==> src/design/autoneg_regs.svh <==
// offsets, field positions, reset values of the negotiation status and next-page registers
`ifndef AUTONEG_REGS_SVH
`define AUTONEG_REGS_SVH

// ----------------------------------------------------------------
// register offsets on the management register port
// ----------------------------------------------------------------
`define PARTNER_ABILITY_OFFSET 5'h05
`define EXPANSION_STATUS_OFFSET 5'h06
`define NP_TRANSMIT_OFFSET 5'h07

// ----------------------------------------------------------------
// partner ability word field positions
// ----------------------------------------------------------------
`define PA_NEXT_PAGE_BIT 15
`define PA_ACK_BIT 14
`define PA_REMOTE_FAULT_BIT 13
`define PA_ASYM_PAUSE_BIT 11
`define PA_PAUSE_BIT 10
`define PA_T4_BIT 9
`define PA_TX_FULL_BIT 8
`define PA_TX_HALF_BIT 7
`define PA_TE_FULL_BIT 6
`define PA_TE_HALF_BIT 5
`define PA_SELECTOR_MSB 4
`define PA_SELECTOR_RESET 5'h00

// ----------------------------------------------------------------
// expansion status field positions and reset values
// ----------------------------------------------------------------
`define EX_PD_FAULT_BIT 4
`define EX_PARTNER_NP_BIT 3
`define EX_LOCAL_NP_BIT 2
`define EX_PAGE_RX_BIT 1
`define EX_PARTNER_AN_BIT 0
`define EX_LOCAL_NP_RESET 1'b1

// ----------------------------------------------------------------
// next-page transmit word field positions and reset values
// ----------------------------------------------------------------
`define NP_MORE_PAGES_BIT 15
`define NP_PAGE_MODE_BIT 13
`define NP_COMPLY_BIT 12
`define NP_TOGGLE_BIT 11
`define NP_CODE_MSB 10
`define NP_CODE_RESET 11'h001
`define NP_MORE_PAGES_RESET 1'b0
`define NP_PAGE_MODE_RESET 1'b0
`define NP_COMPLY_RESET 1'b0
`define NP_TOGGLE_RESET 1'b0

`endif

==> src/design/autoneg_pkg.sv <==
// types shared by the negotiation register bank
package autoneg_pkg;
    typedef logic [15:0] mii_word_t; // one 16-bit management register
    typedef logic [4:0] reg_addr_t; // management register address
    typedef logic [10:0] page_code_t; // message or unformatted code field
endpackage : autoneg_pkg

==> src/design/autoneg_partner_nextpage_regs.sv <==
// negotiation partner ability, expansion status and next-page transmit registers
//
// Contract
// - bit 15 shows partner page kind, read-only
// - bit 14 shows partner acknowledged local word
// - bit 13 shows partner remote fault, resets 0
// - bit 11 mirrors partner asymmetric pause when enabled
// - bit 10 shows partner pause support
// - bits 9,8,6 show partner T4/TX-full/Te-full
// - bit 7 set by advertised or detected 100TX
// - bit 5 set by advertised or detected 10Te-half
// - bits 4:0 hold partner selector, reset zero
// - parallel detect fault sticky, clears on read
// - expansion bit 3 shows partner next-page ability
// - expansion bit 2 local next-page ability, reset 1
// - page received sticky, clears on read
// - bit 0 partner negotiation capable when enabled
// - more-pages bit writable, sent unchanged
// - comply flag writable, resets 0
// - toggle bit inverse of previous sent toggle
// - code field writable reset 0x1, mode bit 13
`timescale 1ns/1ps
`default_nettype none
`include "autoneg_regs.svh"

module autoneg_partner_nextpage_regs (
    input wire logic CLOCK,
    input wire logic RESET,
    // management register port from the serial frame decoder
    input wire autoneg_pkg::reg_addr_t REG_ADDR,
    input wire logic REG_WRITE,
    input wire logic REG_READ,
    input wire autoneg_pkg::mii_word_t REG_WDATA,
    output autoneg_pkg::mii_word_t REG_RDATA,
    output logic REG_RVALID,
    // line-side negotiation engine
    input wire logic AN_ENABLE,
    input wire logic LINK_RESTART,
    input wire logic PARTNER_PAGE_VALID,
    input wire autoneg_pkg::mii_word_t PARTNER_PAGE,
    input wire logic PARTNER_SENDING_NEXT,
    input wire logic PARTNER_AN_CAPABLE,
    input wire logic PARALLEL_LINK_100TX,
    input wire logic PARALLEL_LINK_10TE,
    input wire logic PARALLEL_FAULT,
    input wire logic NP_SENT,
    output autoneg_pkg::mii_word_t NP_TX_WORD
);
    import autoneg_pkg::*;

    // ----------------------------------------------------------------
    // address decode
    // ----------------------------------------------------------------
    logic hit_partner; // partner ability word selected
    logic hit_expansion; // expansion status selected
    logic hit_np; // next-page transmit word selected

    // plain comparisons against the three offsets; only one can hit,
    // every other address reads zero and has writes dropped
    always_comb begin
        hit_partner = 1'b0;
        hit_expansion = 1'b0;
        hit_np = 1'b0;
        if (REG_ADDR == `PARTNER_ABILITY_OFFSET) begin
            hit_partner = 1'b1;
        end else if (REG_ADDR == `EXPANSION_STATUS_OFFSET) begin
            hit_expansion = 1'b1;
        end else if (REG_ADDR == `NP_TRANSMIT_OFFSET) begin
            hit_np = 1'b1;
        end
    end

    // ----------------------------------------------------------------
    // partner ability word
    // ----------------------------------------------------------------
    logic pa_next_reg; // partner is on a protocol-specific page
    logic pa_ack_reg; // partner acknowledged our word
    logic pa_fault_reg; // partner signals remote fault
    logic pa_asym_reg; // partner asymmetric pause
    logic pa_pause_reg; // partner pause
    logic pa_t4_reg; // partner 100Base-T4
    logic pa_tx_full_reg; // partner 100Base-TX full duplex
    logic pa_tx_half_reg; // partner 100Base-TX
    logic pa_te_full_reg; // partner 10Base-Te full duplex
    logic pa_te_half_reg; // partner 10Base-Te half duplex
    logic [4:0] pa_selector_reg; // partner selector field
    logic partner_np_reg; // partner next-page able

    // link restart clears every partner field so abilities from an
    // earlier negotiation never survive into the next one
    // base-page kind tracks the engine's phase
    always_ff @(posedge CLOCK) begin
        if (RESET || LINK_RESTART) begin
            pa_next_reg <= 1'b0;
        end else if (PARTNER_PAGE_VALID) begin
            pa_next_reg <= PARTNER_SENDING_NEXT;
        end
    end

    // a protocol-specific page carries no abilities, so it must not
    // overwrite what the primary page delivered
    // base-page fields captured only from the primary page
    always_ff @(posedge CLOCK) begin
        if (RESET || LINK_RESTART) begin
            pa_ack_reg <= 1'b0;
            pa_fault_reg <= 1'b0;
            pa_asym_reg <= 1'b0;
            pa_pause_reg <= 1'b0;
            pa_t4_reg <= 1'b0;
            pa_tx_full_reg <= 1'b0;
            pa_te_full_reg <= 1'b0;
            pa_selector_reg <= `PA_SELECTOR_RESET;
            partner_np_reg <= 1'b0;
        end else if (PARTNER_PAGE_VALID && !PARTNER_SENDING_NEXT) begin
            pa_ack_reg <= PARTNER_PAGE[`PA_ACK_BIT];
            pa_fault_reg <= PARTNER_PAGE[`PA_REMOTE_FAULT_BIT];
            pa_asym_reg <= PARTNER_PAGE[`PA_ASYM_PAUSE_BIT];
            pa_pause_reg <= PARTNER_PAGE[`PA_PAUSE_BIT];
            pa_t4_reg <= PARTNER_PAGE[`PA_T4_BIT];
            pa_tx_full_reg <= PARTNER_PAGE[`PA_TX_FULL_BIT];
            pa_te_full_reg <= PARTNER_PAGE[`PA_TE_FULL_BIT];
            pa_selector_reg <= PARTNER_PAGE[`PA_SELECTOR_MSB:0];
            partner_np_reg <= PARTNER_PAGE[`PA_NEXT_PAGE_BIT];
        end
    end

    // half-duplex bits also come from a parallel-detected link
    // a parallel-detected link wins over a page load in the same cycle
    always_ff @(posedge CLOCK) begin
        if (RESET || LINK_RESTART) begin
            pa_tx_half_reg <= 1'b0;
            pa_te_half_reg <= 1'b0;
        end else begin
            if (PARALLEL_LINK_100TX) begin
                pa_tx_half_reg <= 1'b1;
            end else if (PARTNER_PAGE_VALID && !PARTNER_SENDING_NEXT) begin
                pa_tx_half_reg <= PARTNER_PAGE[`PA_TX_HALF_BIT];
            end
            if (PARALLEL_LINK_10TE) begin
                pa_te_half_reg <= 1'b1;
            end else if (PARTNER_PAGE_VALID && !PARTNER_SENDING_NEXT) begin
                pa_te_half_reg <= PARTNER_PAGE[`PA_TE_HALF_BIT];
            end
        end
    end

    // assembled read value; bit 12 reserved reads zero
    mii_word_t partner_word;
    always_comb begin
        partner_word = 16'h0000;
        partner_word[`PA_NEXT_PAGE_BIT] = pa_next_reg;
        partner_word[`PA_ACK_BIT] = pa_ack_reg;
        partner_word[`PA_REMOTE_FAULT_BIT] = pa_fault_reg;
        partner_word[`PA_ASYM_PAUSE_BIT] = pa_asym_reg & AN_ENABLE;
        partner_word[`PA_PAUSE_BIT] = pa_pause_reg;
        partner_word[`PA_T4_BIT] = pa_t4_reg;
        partner_word[`PA_TX_FULL_BIT] = pa_tx_full_reg;
        partner_word[`PA_TX_HALF_BIT] = pa_tx_half_reg;
        partner_word[`PA_TE_FULL_BIT] = pa_te_full_reg;
        partner_word[`PA_TE_HALF_BIT] = pa_te_half_reg;
        partner_word[`PA_SELECTOR_MSB:0] = pa_selector_reg;
    end

    // ----------------------------------------------------------------
    // expansion status
    // ----------------------------------------------------------------
    logic exp_read; // software read of the expansion register
    logic pd_fault_flag; // parallel detection fault, sticky
    logic page_rx_flag; // new page received, sticky

    // the flags survive a link restart: only device reset or a read of
    // the expansion register clears them
    assign exp_read = REG_READ & hit_expansion;

    // fault flag, set wins over the clearing read
    sticky_read_clear u_pd_fault (
        .clk(CLOCK),
        .rst(RESET),
        .set_pulse(PARALLEL_FAULT),
        .read_clear(exp_read),
        .flag(pd_fault_flag)
    );

    // page-received flag, set wins over the clearing read
    sticky_read_clear u_page_rx (
        .clk(CLOCK),
        .rst(RESET),
        .set_pulse(PARTNER_PAGE_VALID),
        .read_clear(exp_read),
        .flag(page_rx_flag)
    );

    // assembled read value; bits 15:5 reserved read zero
    mii_word_t expansion_word;
    always_comb begin
        expansion_word = 16'h0000;
        expansion_word[`EX_PD_FAULT_BIT] = pd_fault_flag;
        expansion_word[`EX_PARTNER_NP_BIT] = partner_np_reg;
        expansion_word[`EX_LOCAL_NP_BIT] = `EX_LOCAL_NP_RESET;
        expansion_word[`EX_PAGE_RX_BIT] = page_rx_flag;
        expansion_word[`EX_PARTNER_AN_BIT] = PARTNER_AN_CAPABLE & AN_ENABLE;
    end

    // ----------------------------------------------------------------
    // next-page transmit word
    // ----------------------------------------------------------------
    logic np_write; // software write of the next-page word
    logic np_more_reg; // further pages follow
    logic page_mode_select_reg; // 1 message page, 0 unformatted
    logic message_comply_flag_reg; // local node will comply
    logic toggle_reg; // inverse of last sent toggle
    page_code_t page_code_field_reg; // message or unformatted code

    assign np_write = REG_WRITE & hit_np;

    // software owns these fields, so a link restart leaves them untouched; only the toggle is cleared
    // writable fields; bits 14 and 11 ignore writes
    always_ff @(posedge CLOCK) begin
        if (RESET) begin
            np_more_reg <= `NP_MORE_PAGES_RESET;
            page_mode_select_reg <= `NP_PAGE_MODE_RESET;
            message_comply_flag_reg <= `NP_COMPLY_RESET;
            page_code_field_reg <= `NP_CODE_RESET;
        end else if (np_write) begin
            np_more_reg <= REG_WDATA[`NP_MORE_PAGES_BIT];
            page_mode_select_reg <= REG_WDATA[`NP_PAGE_MODE_BIT];
            message_comply_flag_reg <= REG_WDATA[`NP_COMPLY_BIT];
            page_code_field_reg <= REG_WDATA[`NP_CODE_MSB:0];
        end
    end

    // toggle flips after each code word the engine sends
    // the engine pulses page-sent once per exchanged code word
    always_ff @(posedge CLOCK) begin
        if (RESET || LINK_RESTART) begin
            toggle_reg <= `NP_TOGGLE_RESET;
        end else if (NP_SENT) begin
            toggle_reg <= ~toggle_reg;
        end
    end

    // word as read and as handed to the engine, unchanged
    mii_word_t np_word;
    always_comb begin
        np_word = 16'h0000;
        np_word[`NP_MORE_PAGES_BIT] = np_more_reg;
        np_word[`NP_PAGE_MODE_BIT] = page_mode_select_reg;
        np_word[`NP_COMPLY_BIT] = message_comply_flag_reg;
        np_word[`NP_TOGGLE_BIT] = toggle_reg;
        np_word[`NP_CODE_MSB:0] = page_code_field_reg;
    end

    // registered copy for the line side
    // the register keeps the line side off the management write path
    // at the cost of one cycle of lag
    always_ff @(posedge CLOCK) begin
        if (RESET) begin
            NP_TX_WORD <= {`NP_MORE_PAGES_RESET, 1'b0, `NP_PAGE_MODE_RESET, `NP_COMPLY_RESET,
                `NP_TOGGLE_RESET, `NP_CODE_RESET};
        end else begin
            NP_TX_WORD <= np_word;
        end
    end

    // ----------------------------------------------------------------
    // read data path
    // ----------------------------------------------------------------
    mii_word_t read_mux; // selected register value

    // unmapped addresses read zero
    always_comb begin
        read_mux = 16'h0000;
        if (hit_partner) begin
            read_mux = partner_word;
        end else if (hit_expansion) begin
            read_mux = expansion_word;
        end else if (hit_np) begin
            read_mux = np_word;
        end
    end

    // the read captures the word in its own cycle, so a flag cleared by
    // that read still returns its set value
    // sample before the clear takes effect
    always_ff @(posedge CLOCK) begin
        if (RESET) begin
            REG_RDATA <= 16'h0000;
        end else if (REG_READ) begin
            REG_RDATA <= read_mux;
        end
    end

    // one-cycle marker that read data is fresh
    // no wait states: data always follows a read strobe by one cycle
    always_ff @(posedge CLOCK) begin
        if (RESET) begin
            REG_RVALID <= 1'b0;
        end else begin
            REG_RVALID <= REG_READ;
        end
    end

endmodule : autoneg_partner_nextpage_regs

`default_nettype wire

==> src/design/sticky_read_clear.sv <==
// one sticky status flag that is set by hardware and cleared by a register read
`timescale 1ns/1ps
`default_nettype none

module sticky_read_clear (
    input wire logic clk,
    input wire logic rst,
    input wire logic set_pulse,
    input wire logic read_clear,
    output logic flag
);

    // ----------------------------------------------------------------
    // flag storage
    // ----------------------------------------------------------------
    logic flag_reg; // held event

    // set wins over clear so an event in the read cycle is never lost
    always_ff @(posedge clk) begin
        if (rst) begin
            flag_reg <= 1'b0;
        end else if (set_pulse) begin
            flag_reg <= 1'b1;
        end else if (read_clear) begin
            flag_reg <= 1'b0;
        end
    end

    assign flag = flag_reg;

endmodule : sticky_read_clear

`default_nettype wire

==> config.mk <==
export PLATFORM = sky130hd
export DESIGN_NAME = autoneg_partner_nextpage_regs
export DESIGN_NICKNAME = d
export VERILOG_FILES = /design/src/design/autoneg_pkg.sv /design/src/design/autoneg_partner_nextpage_regs.sv /design/src/design/sticky_read_clear.sv
export VERILOG_INCLUDE_DIRS = /design/src /design/src/design
export SDC_FILE = /design/constraint.sdc
export NUM_CORES = 1
export LEC_CHECK = 0
export BUFFER_PORTS_ARGS = -buffer_cell sky130_fd_sc_hd__buf_2
export CAP_MARGIN = 30
export CORE_ASPECT_RATIO = 0.5
export CORE_MARGIN = 2
export CORE_UTILIZATION = 50
export CTS_CLUSTER_SIZE = 28
export DETAILED_ROUTE_END_ITERATION = 8
export PLACE_DENSITY = 0.81
export SYNTH_ARGS = -nofsm -noshare
export SYNTH_HDL_FRONTEND = slang
export SYNTH_HIERARCHICAL = 1
export SYNTH_SLANG_ARGS = --single-unit
==> constraint.sdc <==
create_clock -name CLOCK -period 1.7 [get_ports CLOCK]
set_input_delay 0.34 -clock CLOCK [delete_from_list [all_inputs] [get_ports CLOCK]]
set_output_delay 0.34 -clock CLOCK [all_outputs]
set_load 0.02 [all_outputs]
Word level (Yosys, flattened, before mapping). Cells that the tools add are included.

Bits of input ports: 50. Output and inout bits: 33. Logic and storage cells: 54. Bits in registers: 66.

Muxes and demuxes: 16. Equality and inequality tests: 3. Reductions and logical operators: 7. Bitwise operators: 5.

Operators by type and width (number): 2-to-1 mux 16 bit (3); equality test 5 x 3 -> 1 bit (second input constant) (3); 2-to-1 mux 1 bit (13); nonzero test 2 bit (4); AND 1 bit (4); logical AND 1 bit (1); logical NOT 1 bit (1); logical OR 1 bit (1); inverter 1 bit (1).

Logic depth before layout (Yosys ltp). Gate-level depths: netlist of run 1.

Depth in word-level cells: 7. Depth in mapped cells: 5. Mapped depth without buffers: 4.

By module. The synthesis of run 1 kept the hierarchy.

Modules (own cells, without submodules): autoneg_partner_nextpage_regs (sequential area each 1261.2 um2, cells each 252, area an instance 2428.6 um2, times used 1); sticky_read_clear (sequential area each 20.0 um2, cells each 4, area an instance 38.8 um2, times used 2).

Least setup slack after synthesis of run 1. No wires, ideal clock.

Kind: input to register. From: in REG_ADDR[0]. To: reg REG_RDATA[3]. Buffers on the path: 1. Data required time: 1.583 ns. Cell stages on the path: 4. Path slack: 0.276 ns. Setup time: 0.117 ns. Arrival time: 1.307 ns. Cell sequence: buf_4 > and4bb_4 > or3b_1 > a32o_1.

Cells in the longest elaborated chain, start to end: 7. Elaborated cells on any way between the ends: 12. Classes of those cells: 3 x eq/ne; 9 x mux.

RTL lines: from (decl) (RTL line autoneg_partner_nextpage_regs.sv:30) `input wire autoneg_pkg::reg_addr_t REG_ADDR,`; equality test 5 x 3 -> 1 bit (no line); 2-to-1 mux 1 bit (RTL line autoneg_partner_nextpage_regs.sv:68) `` end else if (REG_ADDR == `NP_TRANSMIT_OFFSET) begin ``; 2-to-1 mux 1 bit (RTL line autoneg_partner_nextpage_regs.sv:66) `` end else if (REG_ADDR == `EXPANSION_STATUS_OFFSET) begin ``; 2-to-1 mux 1 bit (RTL line autoneg_partner_nextpage_regs.sv:64) `` if (REG_ADDR == `PARTNER_ABILITY_OFFSET) begin ``; 2-to-1 mux 16 bit (RTL line autoneg_partner_nextpage_regs.sv:277) `end else if (hit_np) begin`; 2-to-1 mux 16 bit (RTL line autoneg_partner_nextpage_regs.sv:275) `end else if (hit_expansion) begin`; 2-to-1 mux 16 bit (*) (RTL line autoneg_partner_nextpage_regs.sv:273) `if (hit_partner) begin`; to (signal assigned) (RTL line autoneg_partner_nextpage_regs.sv:289) `REG_RDATA <= read_mux;`; to (decl) (RTL line autoneg_partner_nextpage_regs.sv:34) `output autoneg_pkg::mii_word_t REG_RDATA,`.

Mark *: on every way between the ends. The rest lies on a longest branch, timed or not. A chain may end at the register's enable or synchronous reset.

Worst setup path in the final report of run 1.
From: reg REG_RDATA[8]. To: out REG_RDATA[8].

No word-level cell between the ends.

==> results of run 1 <==
[metrics by stage]
stage | instances | area, um2 | utilization (%) | hold WS (ns)
2_1_floorplan | 260 | 2510 | - | 0.402
3_3_place_gp | 395 | 2950 | 60.4 | 0.447
3_5_place_dp | 395 | 2950 | 60.4 | 0.451
4_1_cts | 411 | 3180 | 65.1 | 0.227
5_1_grt | 411 | 3180 | 65.1 | 0.223
6_report | 411 | 3180 | 65.1 | 0.234
[final cells by class]
type	instances	area (um2)
tap	70	87.6
inverter	6	22.5
fill	439	1710
timing repair buffer	85	455
clock buffer	11	151
sequential	65	1300
clock inverter	5	77.6
multi-input combinational	169	1080
[how the worst min path moves through the flow]
stage,end,cells after the start,start
floorplan,u_page_rx/flag$_SDFFE_PP0P_,1,RESET
global placement,pa_t4_reg$_SDFFE_PP0P_,2,pa_t4_reg$_SDFFE_PP0P_
detailed placement,pa_selector_reg[1]$_SDFFE_PP0P_,2,pa_selector_reg[1]$_SDFFE_PP0P_
CTS,pa_selector_reg[4]$_SDFFE_PP0P_,3,PARTNER_PAGE[4]
global route,pa_selector_reg[0]$_SDFFE_PP0P_,3,PARTNER_PAGE[0]
finish,pa_selector_reg[4]$_SDFFE_PP0P_,3,PARTNER_PAGE[4]
[power groups by stage]
stage	Sequential [W]	Clock, W	Combinational (W)
floorplan	0.00162	0	0.000132
global placement	0.00161	0	0.000242
detailed placement	0.00161	0	0.000248
CTS	0.00157	0.00149	0.000249
global route	0.00158	0.00157	0.000274
finish	0.00157	0.00148	0.000249
[cells by family (layout without fill, tap and decap cells)]
kind of cell | after synthesis | after routing | synth area share [%]
xor+xnor | 1 | 1 | 0.350
compound gates | 39 | 39 | 10.7
buf+inv | 26 | 107 | 4.84
mux | 17 | 17 | 7.59
simple gates | 111 | 111 | 24.4
flops | 65 | 65 | 51.9
other cells | 1 | 1 | 0.150
[routing by layer]
layer	routed length (um)	share of wire, %	GRT usage (%)
met1	2830	50	28.0
met2	2360	42	30.9
met3	366	6.5	8.47
met4	84	1.5	7.43
met5	0	0	0
[layout by cell type, fill, tap and decap left out, drive strengths merged]
master | synthesis | final
nor3b | 1 | 1
or3b | 1 | 1
a311oi | 9 | 9
inv | 6 | 6
nor2 | 15 | 15
nand2b | 8 | 8
nand4b | 2 | 2
a31oi | 3 | 3
conb | 1 | 1
a22o | 5 | 5
clkinv | 0 | 2
nor3 | 2 | 2
or4 | 1 | 1
nand2 | 30 | 30
bufinv | 0 | 2
xnor2 | 1 | 1
mux2i | 1 | 1
buf | 9 | 85
dfxtp | 65 | 65
a21oi | 20 | 20
mux2 | 16 | 16
or2 | 1 | 1
nand4 | 1 | 1
clkinvlp | 0 | 1
nand3 | 10 | 10
and4bb | 1 | 1
nor2b | 29 | 29
a32o | 2 | 2
clkbuf | 11 | 11
nand3b | 8 | 8
and3b | 1 | 1
==> flow_metrics.tcl, run 1 <==
set metrics [dict create \
    timing_hold_violations_final 0 \
    clkPwrFrac_pct 44.7 \
    drtIter0Drc 117 \
    path_max_fanout 2 \
    critical_path.top_delay_family "flip-flops" \
    postSynth.topFlopCell "dfxtp_1" \
    yosys.area.top_type "dfxtp_1" \
    worstPathArrival_ns 0.86 \
    avgRoutedWirePerCell_um 13.7 \
    dr.pass1.iters 4 \
    yosysMostFrequentCell "dfxtp_1" \
    synth_enable_flop_cells 0 \
    holdBufCountCts 0 \
    worst_r2r_endpoint "REG_RDATA[2]$_SDFFE_PP0P_" \
    report.power.total_w 0.00330 \
    worst-r2r-setup-slack_ns 0.51 \
    tritoncts_clock_tree "yes" \
    design.die.area_um2 5630 \
    critical_path.n_buffers_inverters 1 \
    initial_utilization_pct 51.3 \
    worst_hold_path_type "input pin to flip-flop" \
    cap_viol_max_count 0 \
    routed_wl_mm 5.65 \
    synth_area_leaders "dfxtp_1, nor2b_1, mux2_2" \
    max_stage_delay_ns 0.35 \
    die_w_um 104 \
    cts_resized 0 \
    clk_path_buf_depth 2 \
    top_level_pins 83 \
    setup.worst_path.start_class "flip-flop" \
    syn-mean-instance-area_um2 9.64 \
    vdd_drop_max_mv 0.538 \
    n_antenna_cell 0 \
    post_synthesis_instance_area_um2 2510 \
    cellLeakagePower_nw 1.38 \
    post-dp-hpwl_mm 4.06 \
    rsz0062_at_grt "no" \
    power_frac_seq_pct 47.7 \
    synth_cell_type_count 33 \
    crit_start "REG_RDATA[8]$_SDFFE_PP0P_" \
    path_clk_slew_ns 0.07 \
    yosys_warnings 6 \
    clk_root_buffer_cell "clkbuf_8" \
    launch_instance_of_the_worst_register_to_register_path "page_code_field_reg[2]$_SDFFE_PP0P_" \
    outcome "finished, final reports clean" \
    post_route_cells_drive_above_1_share_pct 35.8 \
    routed-via-count 2025 \
    remaining_drc_errors 0 \
    power.combinational.fraction_pct 7.6 \
    synth_seq_cells 65 \
    first_global_vias 1757 \
    antenna_violating_nets_post_route 0 \
    powerDensity_nw_per_um2 1040 \
    internal_power_w 0.00257 \
    worstMarginPinSlew_ns 0.522 \
    floorplan_row_count 18 \
    finalSetupTns_ns 0 \
    design.final.nets 386 \
    htree_levels 3 \
    grt_use_total_pct 21.0 \
    pin_count_of_the_biggest_net_entering_global_routing 43 \
    cp_endpoint_kind "output pin" \
    clock.fmax_mhz 831 \
    core_region_area_um2 4890 \
    switching_share_pct 22.2 \
    minimum_setup_slack_in_the_final_design_ns 0.497 \
    overflow 0 \
    switching_power_w 0.000731 \
    cts_made_buffers 9 \
    layout_min_cycle_time_ns 1.20 \
    timing.critical_path.cells "buf_2" \
    die_h_um 54.1 \
    avgViaCountPerCell 4.93 \
    max-slew-margin-rel_pct 65.2 \
    period_share_pct 70.7 \
    grt_pass1_wl_mm 8.65 \
    postSynthCellCount 260 \
    synth-seq-area-share_pct 51.9 \
    setup_violating_endpoint_count_in_the_final_report 0 \
    critical_path.slowest_cell "dfxtp_1" \
    post-place-ws_ns 0.164 \
    postSynth.asyncResetShare_pct 0 \
    port_buffers 78 \
    clock_latency_ns 0.34 \
    antenna_found_initial 0 \
    crit_end "REG_RDATA[8]" \
    finClkSkew_ns 0.00634 \
    synth_fp_nets 310 \
    pins_over_their_slew_limit 0 \
    cp.depth 1 \
    reg2reg_depth 3 \
    post_cts.repair.setup_buffers 0 \
    worstSetupPathType "flip-flop to output pin" \
    cts.sink_count 65 \
    place.gp.congestion 0.890 \
    flow.area_growth_from_synthesis_pct 26.9 \
    largest_register_ff_count 16 \
    synth_largest_type_area_fraction_pct 51.9 \
    required_ns 1.36 \
    synthTopCellsByCount "dfxtp_1, nand2_1, nor2b_1, a21oi_1, mux2_2" \
]
Note: power is estimated with default switching activity, not from simulation.
==> run 2: changes to the inputs <==
- CORE_UTILIZATION: 50 -> 45
- PLACE_DENSITY: 0.81 -> 0.77
- clock period: 1.7 -> 1.01 ns (I/O delays scaled with it)
==> flow_metrics.tcl, run 2 (same netlist as run 1, synthesis figures left out) <==
set metrics [dict create \
    outcome "finished with violations" \
    violations_in_the_final_reports "negative setup slack" \
    place.gp.congestion 0.804 \
    finalSetupTns_ns -0.403 \
    cap_viol_max_count 0 \
    post-dp-hpwl_mm 4.51 \
    critical_path.top_delay_family "simple AND/OR/NAND/NOR gates" \
    antenna_found_initial 0 \
    clk_root_buffer_cell "clkbuf_8" \
    post-place-ws_ns -0.419 \
    die_w_um 110 \
    timing_hold_violations_final 0 \
    dr.pass1.iters 4 \
    critical_path.n_buffers_inverters 0 \
    worstPathArrival_ns 1.38 \
    layout_min_cycle_time_ns 1.12 \
    routed-via-count 2242 \
    finClkSkew_ns 0.00995 \
    grt_pass1_wl_mm 9.89 \
    top_level_pins 83 \
    n_antenna_cell 0 \
    vdd_drop_max_mv 0.723 \
    launch_instance_of_the_worst_register_to_register_path "page_code_field_reg[2]$_SDFFE_PP0P_" \
    post_route_cells_drive_above_1_share_pct 48.8 \
    remaining_drc_errors 0 \
    internal_power_w 0.00397 \
    flow.area_growth_from_synthesis_pct 42.9 \
    crit_start "page_code_field_reg[2]$_SDFFE_PP0P_" \
    htree_levels 3 \
    grt_use_total_pct 21.1 \
    max_stage_delay_ns 0.43 \
    timing.critical_path.cells "and3b_1 -> or4_1 -> a21oi_1" \
    path_clk_slew_ns 0.07 \
    most-common-layout-cells "buf_2, dfxtp_1, buf_4, nand2_1, nor2b_1" \
    clock_latency_ns 0.34 \
    power.combinational.fraction_pct 10.3 \
    clk_path_buf_depth 2 \
    largest_register_ff_count 16 \
    final_area_um2 3580 \
    cellLeakagePower_nw 1.52 \
    drtIter0Drc 137 \
    filler_cell_count 406 \
    initial_utilization_pct 46.2 \
    floorplan_row_count 19 \
    routed_wl_mm 6.63 \
    avgRoutedWirePerCell_um 15.2 \
    switching_power_w 0.00124 \
    period_share_pct 111 \
    required_ns 1.28 \
    setup_violating_endpoint_count_in_the_final_report 8 \
    powerDensity_nw_per_um2 1450 \
    design.die.area_um2 6220 \
    core_region_area_um2 5420 \
    avgViaCountPerCell 5.14 \
    port_buffers 78 \
    antenna_violating_nets_post_route 0 \
    worst_hold_path_type "input pin to flip-flop" \
    holdBufCountCts 0 \
    clock.fmax_mhz 896 \
    die_h_um 56.8 \
    worstSetupPathType "flip-flop to flip-flop" \
    minimum_setup_slack_in_the_final_design_ns -0.106 \
    design.final.nets 409 \
    final.hold.worst_slack_ns 0.102 \
    switching_share_pct 23.8 \
    power_frac_seq_pct 51.1 \
    overflow 0 \
    rsz0062_at_grt "yes" \
    setup.worst_path.start_class "flip-flop" \
    worst_hold_startpoint "PARTNER_PAGE[3]" \
    dpl_cell_area_um2 3060 \
    cts.sink_count 65 \
    first_global_vias 2109 \
    clkPwrFrac_pct 38.6 \
    critical_path.slowest_cell "or4_1" \
    path_max_fanout 2 \
    pin_count_of_the_biggest_net_entering_global_routing 26 \
    cts_made_buffers 9 \
    cp_endpoint_kind "flip-flop" \
    mostFrequentLayoutCell "buf_2" \
    pins_over_their_slew_limit 0 \
    tritoncts_clock_tree "yes" \
]
[run 2: through the flow]
stage | util [%] | power, W | std cells
after floorplan | - | 0.00296 | 260
after global placement | 56.5 | 0.00315 | 412
after detailed placement | 56.5 | 0.00317 | 412
after CTS | 63.1 | 0.00519 | 430
after global routing | 66.1 | 0.00536 | 436
final | 66.1 | 0.00521 | 436
[run 2: tightest hold or removal path: cells and delay by family]
| family | cells | cell delay (ns) |
|---|---|---|
| buffers and inverters | 1 | 0.10 |
| AO/OA/AOI/OAI | 1 | 0.05 |
| AND/OR/NAND/NOR | 1 | 0.05 |
[run 2: per-layer routing]
| metal | track usage, % | share of wire [%] |
|---|---|---|
| met5 | 0 | 0 |
| met4 | 7.23 | 1.2 |
| met3 | 7.67 | 7.6 |
| met2 | 32.9 | 47 |
| met1 | 27.1 | 45 |
[run 2: layout make-up]
cell class / instances / area [um2] / area share, %
repair buffers: 107 / 791 / 22.1
inverters: 6 / 22.5 / 0.629
multi-input cells: 170 / 1160 / 32.4
clock inverters: 2 / 12.5 / 0.349
well taps: 73 / 91.3 / 2.55
flip-flops and latches: 65 / 1330 / 37.2
clock buffers: 13 / 169 / 4.72
[run 2: path summary, 6_finish.rpt]
| kind | to | slack (ns) | cells past startpoint |
|---|---|---|---|
| worst max-delay path | REG_RDATA[2]$_SDFFE_PP0P_ | -0.11 | 3 |
| worst min-delay path | pa_selector_reg[3]$_SDFFE_PP0P_ | 0.10 | 3 |
| worst max register to register | REG_RDATA[2]$_SDFFE_PP0P_ | -0.11 | 3 |
| worst min register to register | pa_selector_reg[1]$_SDFFE_PP0P_ | 0.46 | 2 |
[run 2: what timing repair did]
| item | 4_1_cts | 5_1_grt |
|---|---|---|
| setup endpoints to repair | 27 | 41 |
| gates cloned | 0 | 1 |
| buffers inserted | 3 | 5 |
| pin swaps | 10 | 8 |
| gates resized for setup | 60 | 34 |
[run 2: power by group through the flow]
stage / combinational, W / sequential [W] / clock (W)
after floorplan: 0.000237 / 0.00273 / 0
after global placement: 0.000448 / 0.00270 / 0
after detailed placement: 0.000462 / 0.00271 / 0
after CTS: 0.000502 / 0.00266 / 0.00203
after global routing: 0.000582 / 0.00266 / 0.00211
final: 0.000538 / 0.00266 / 0.00201
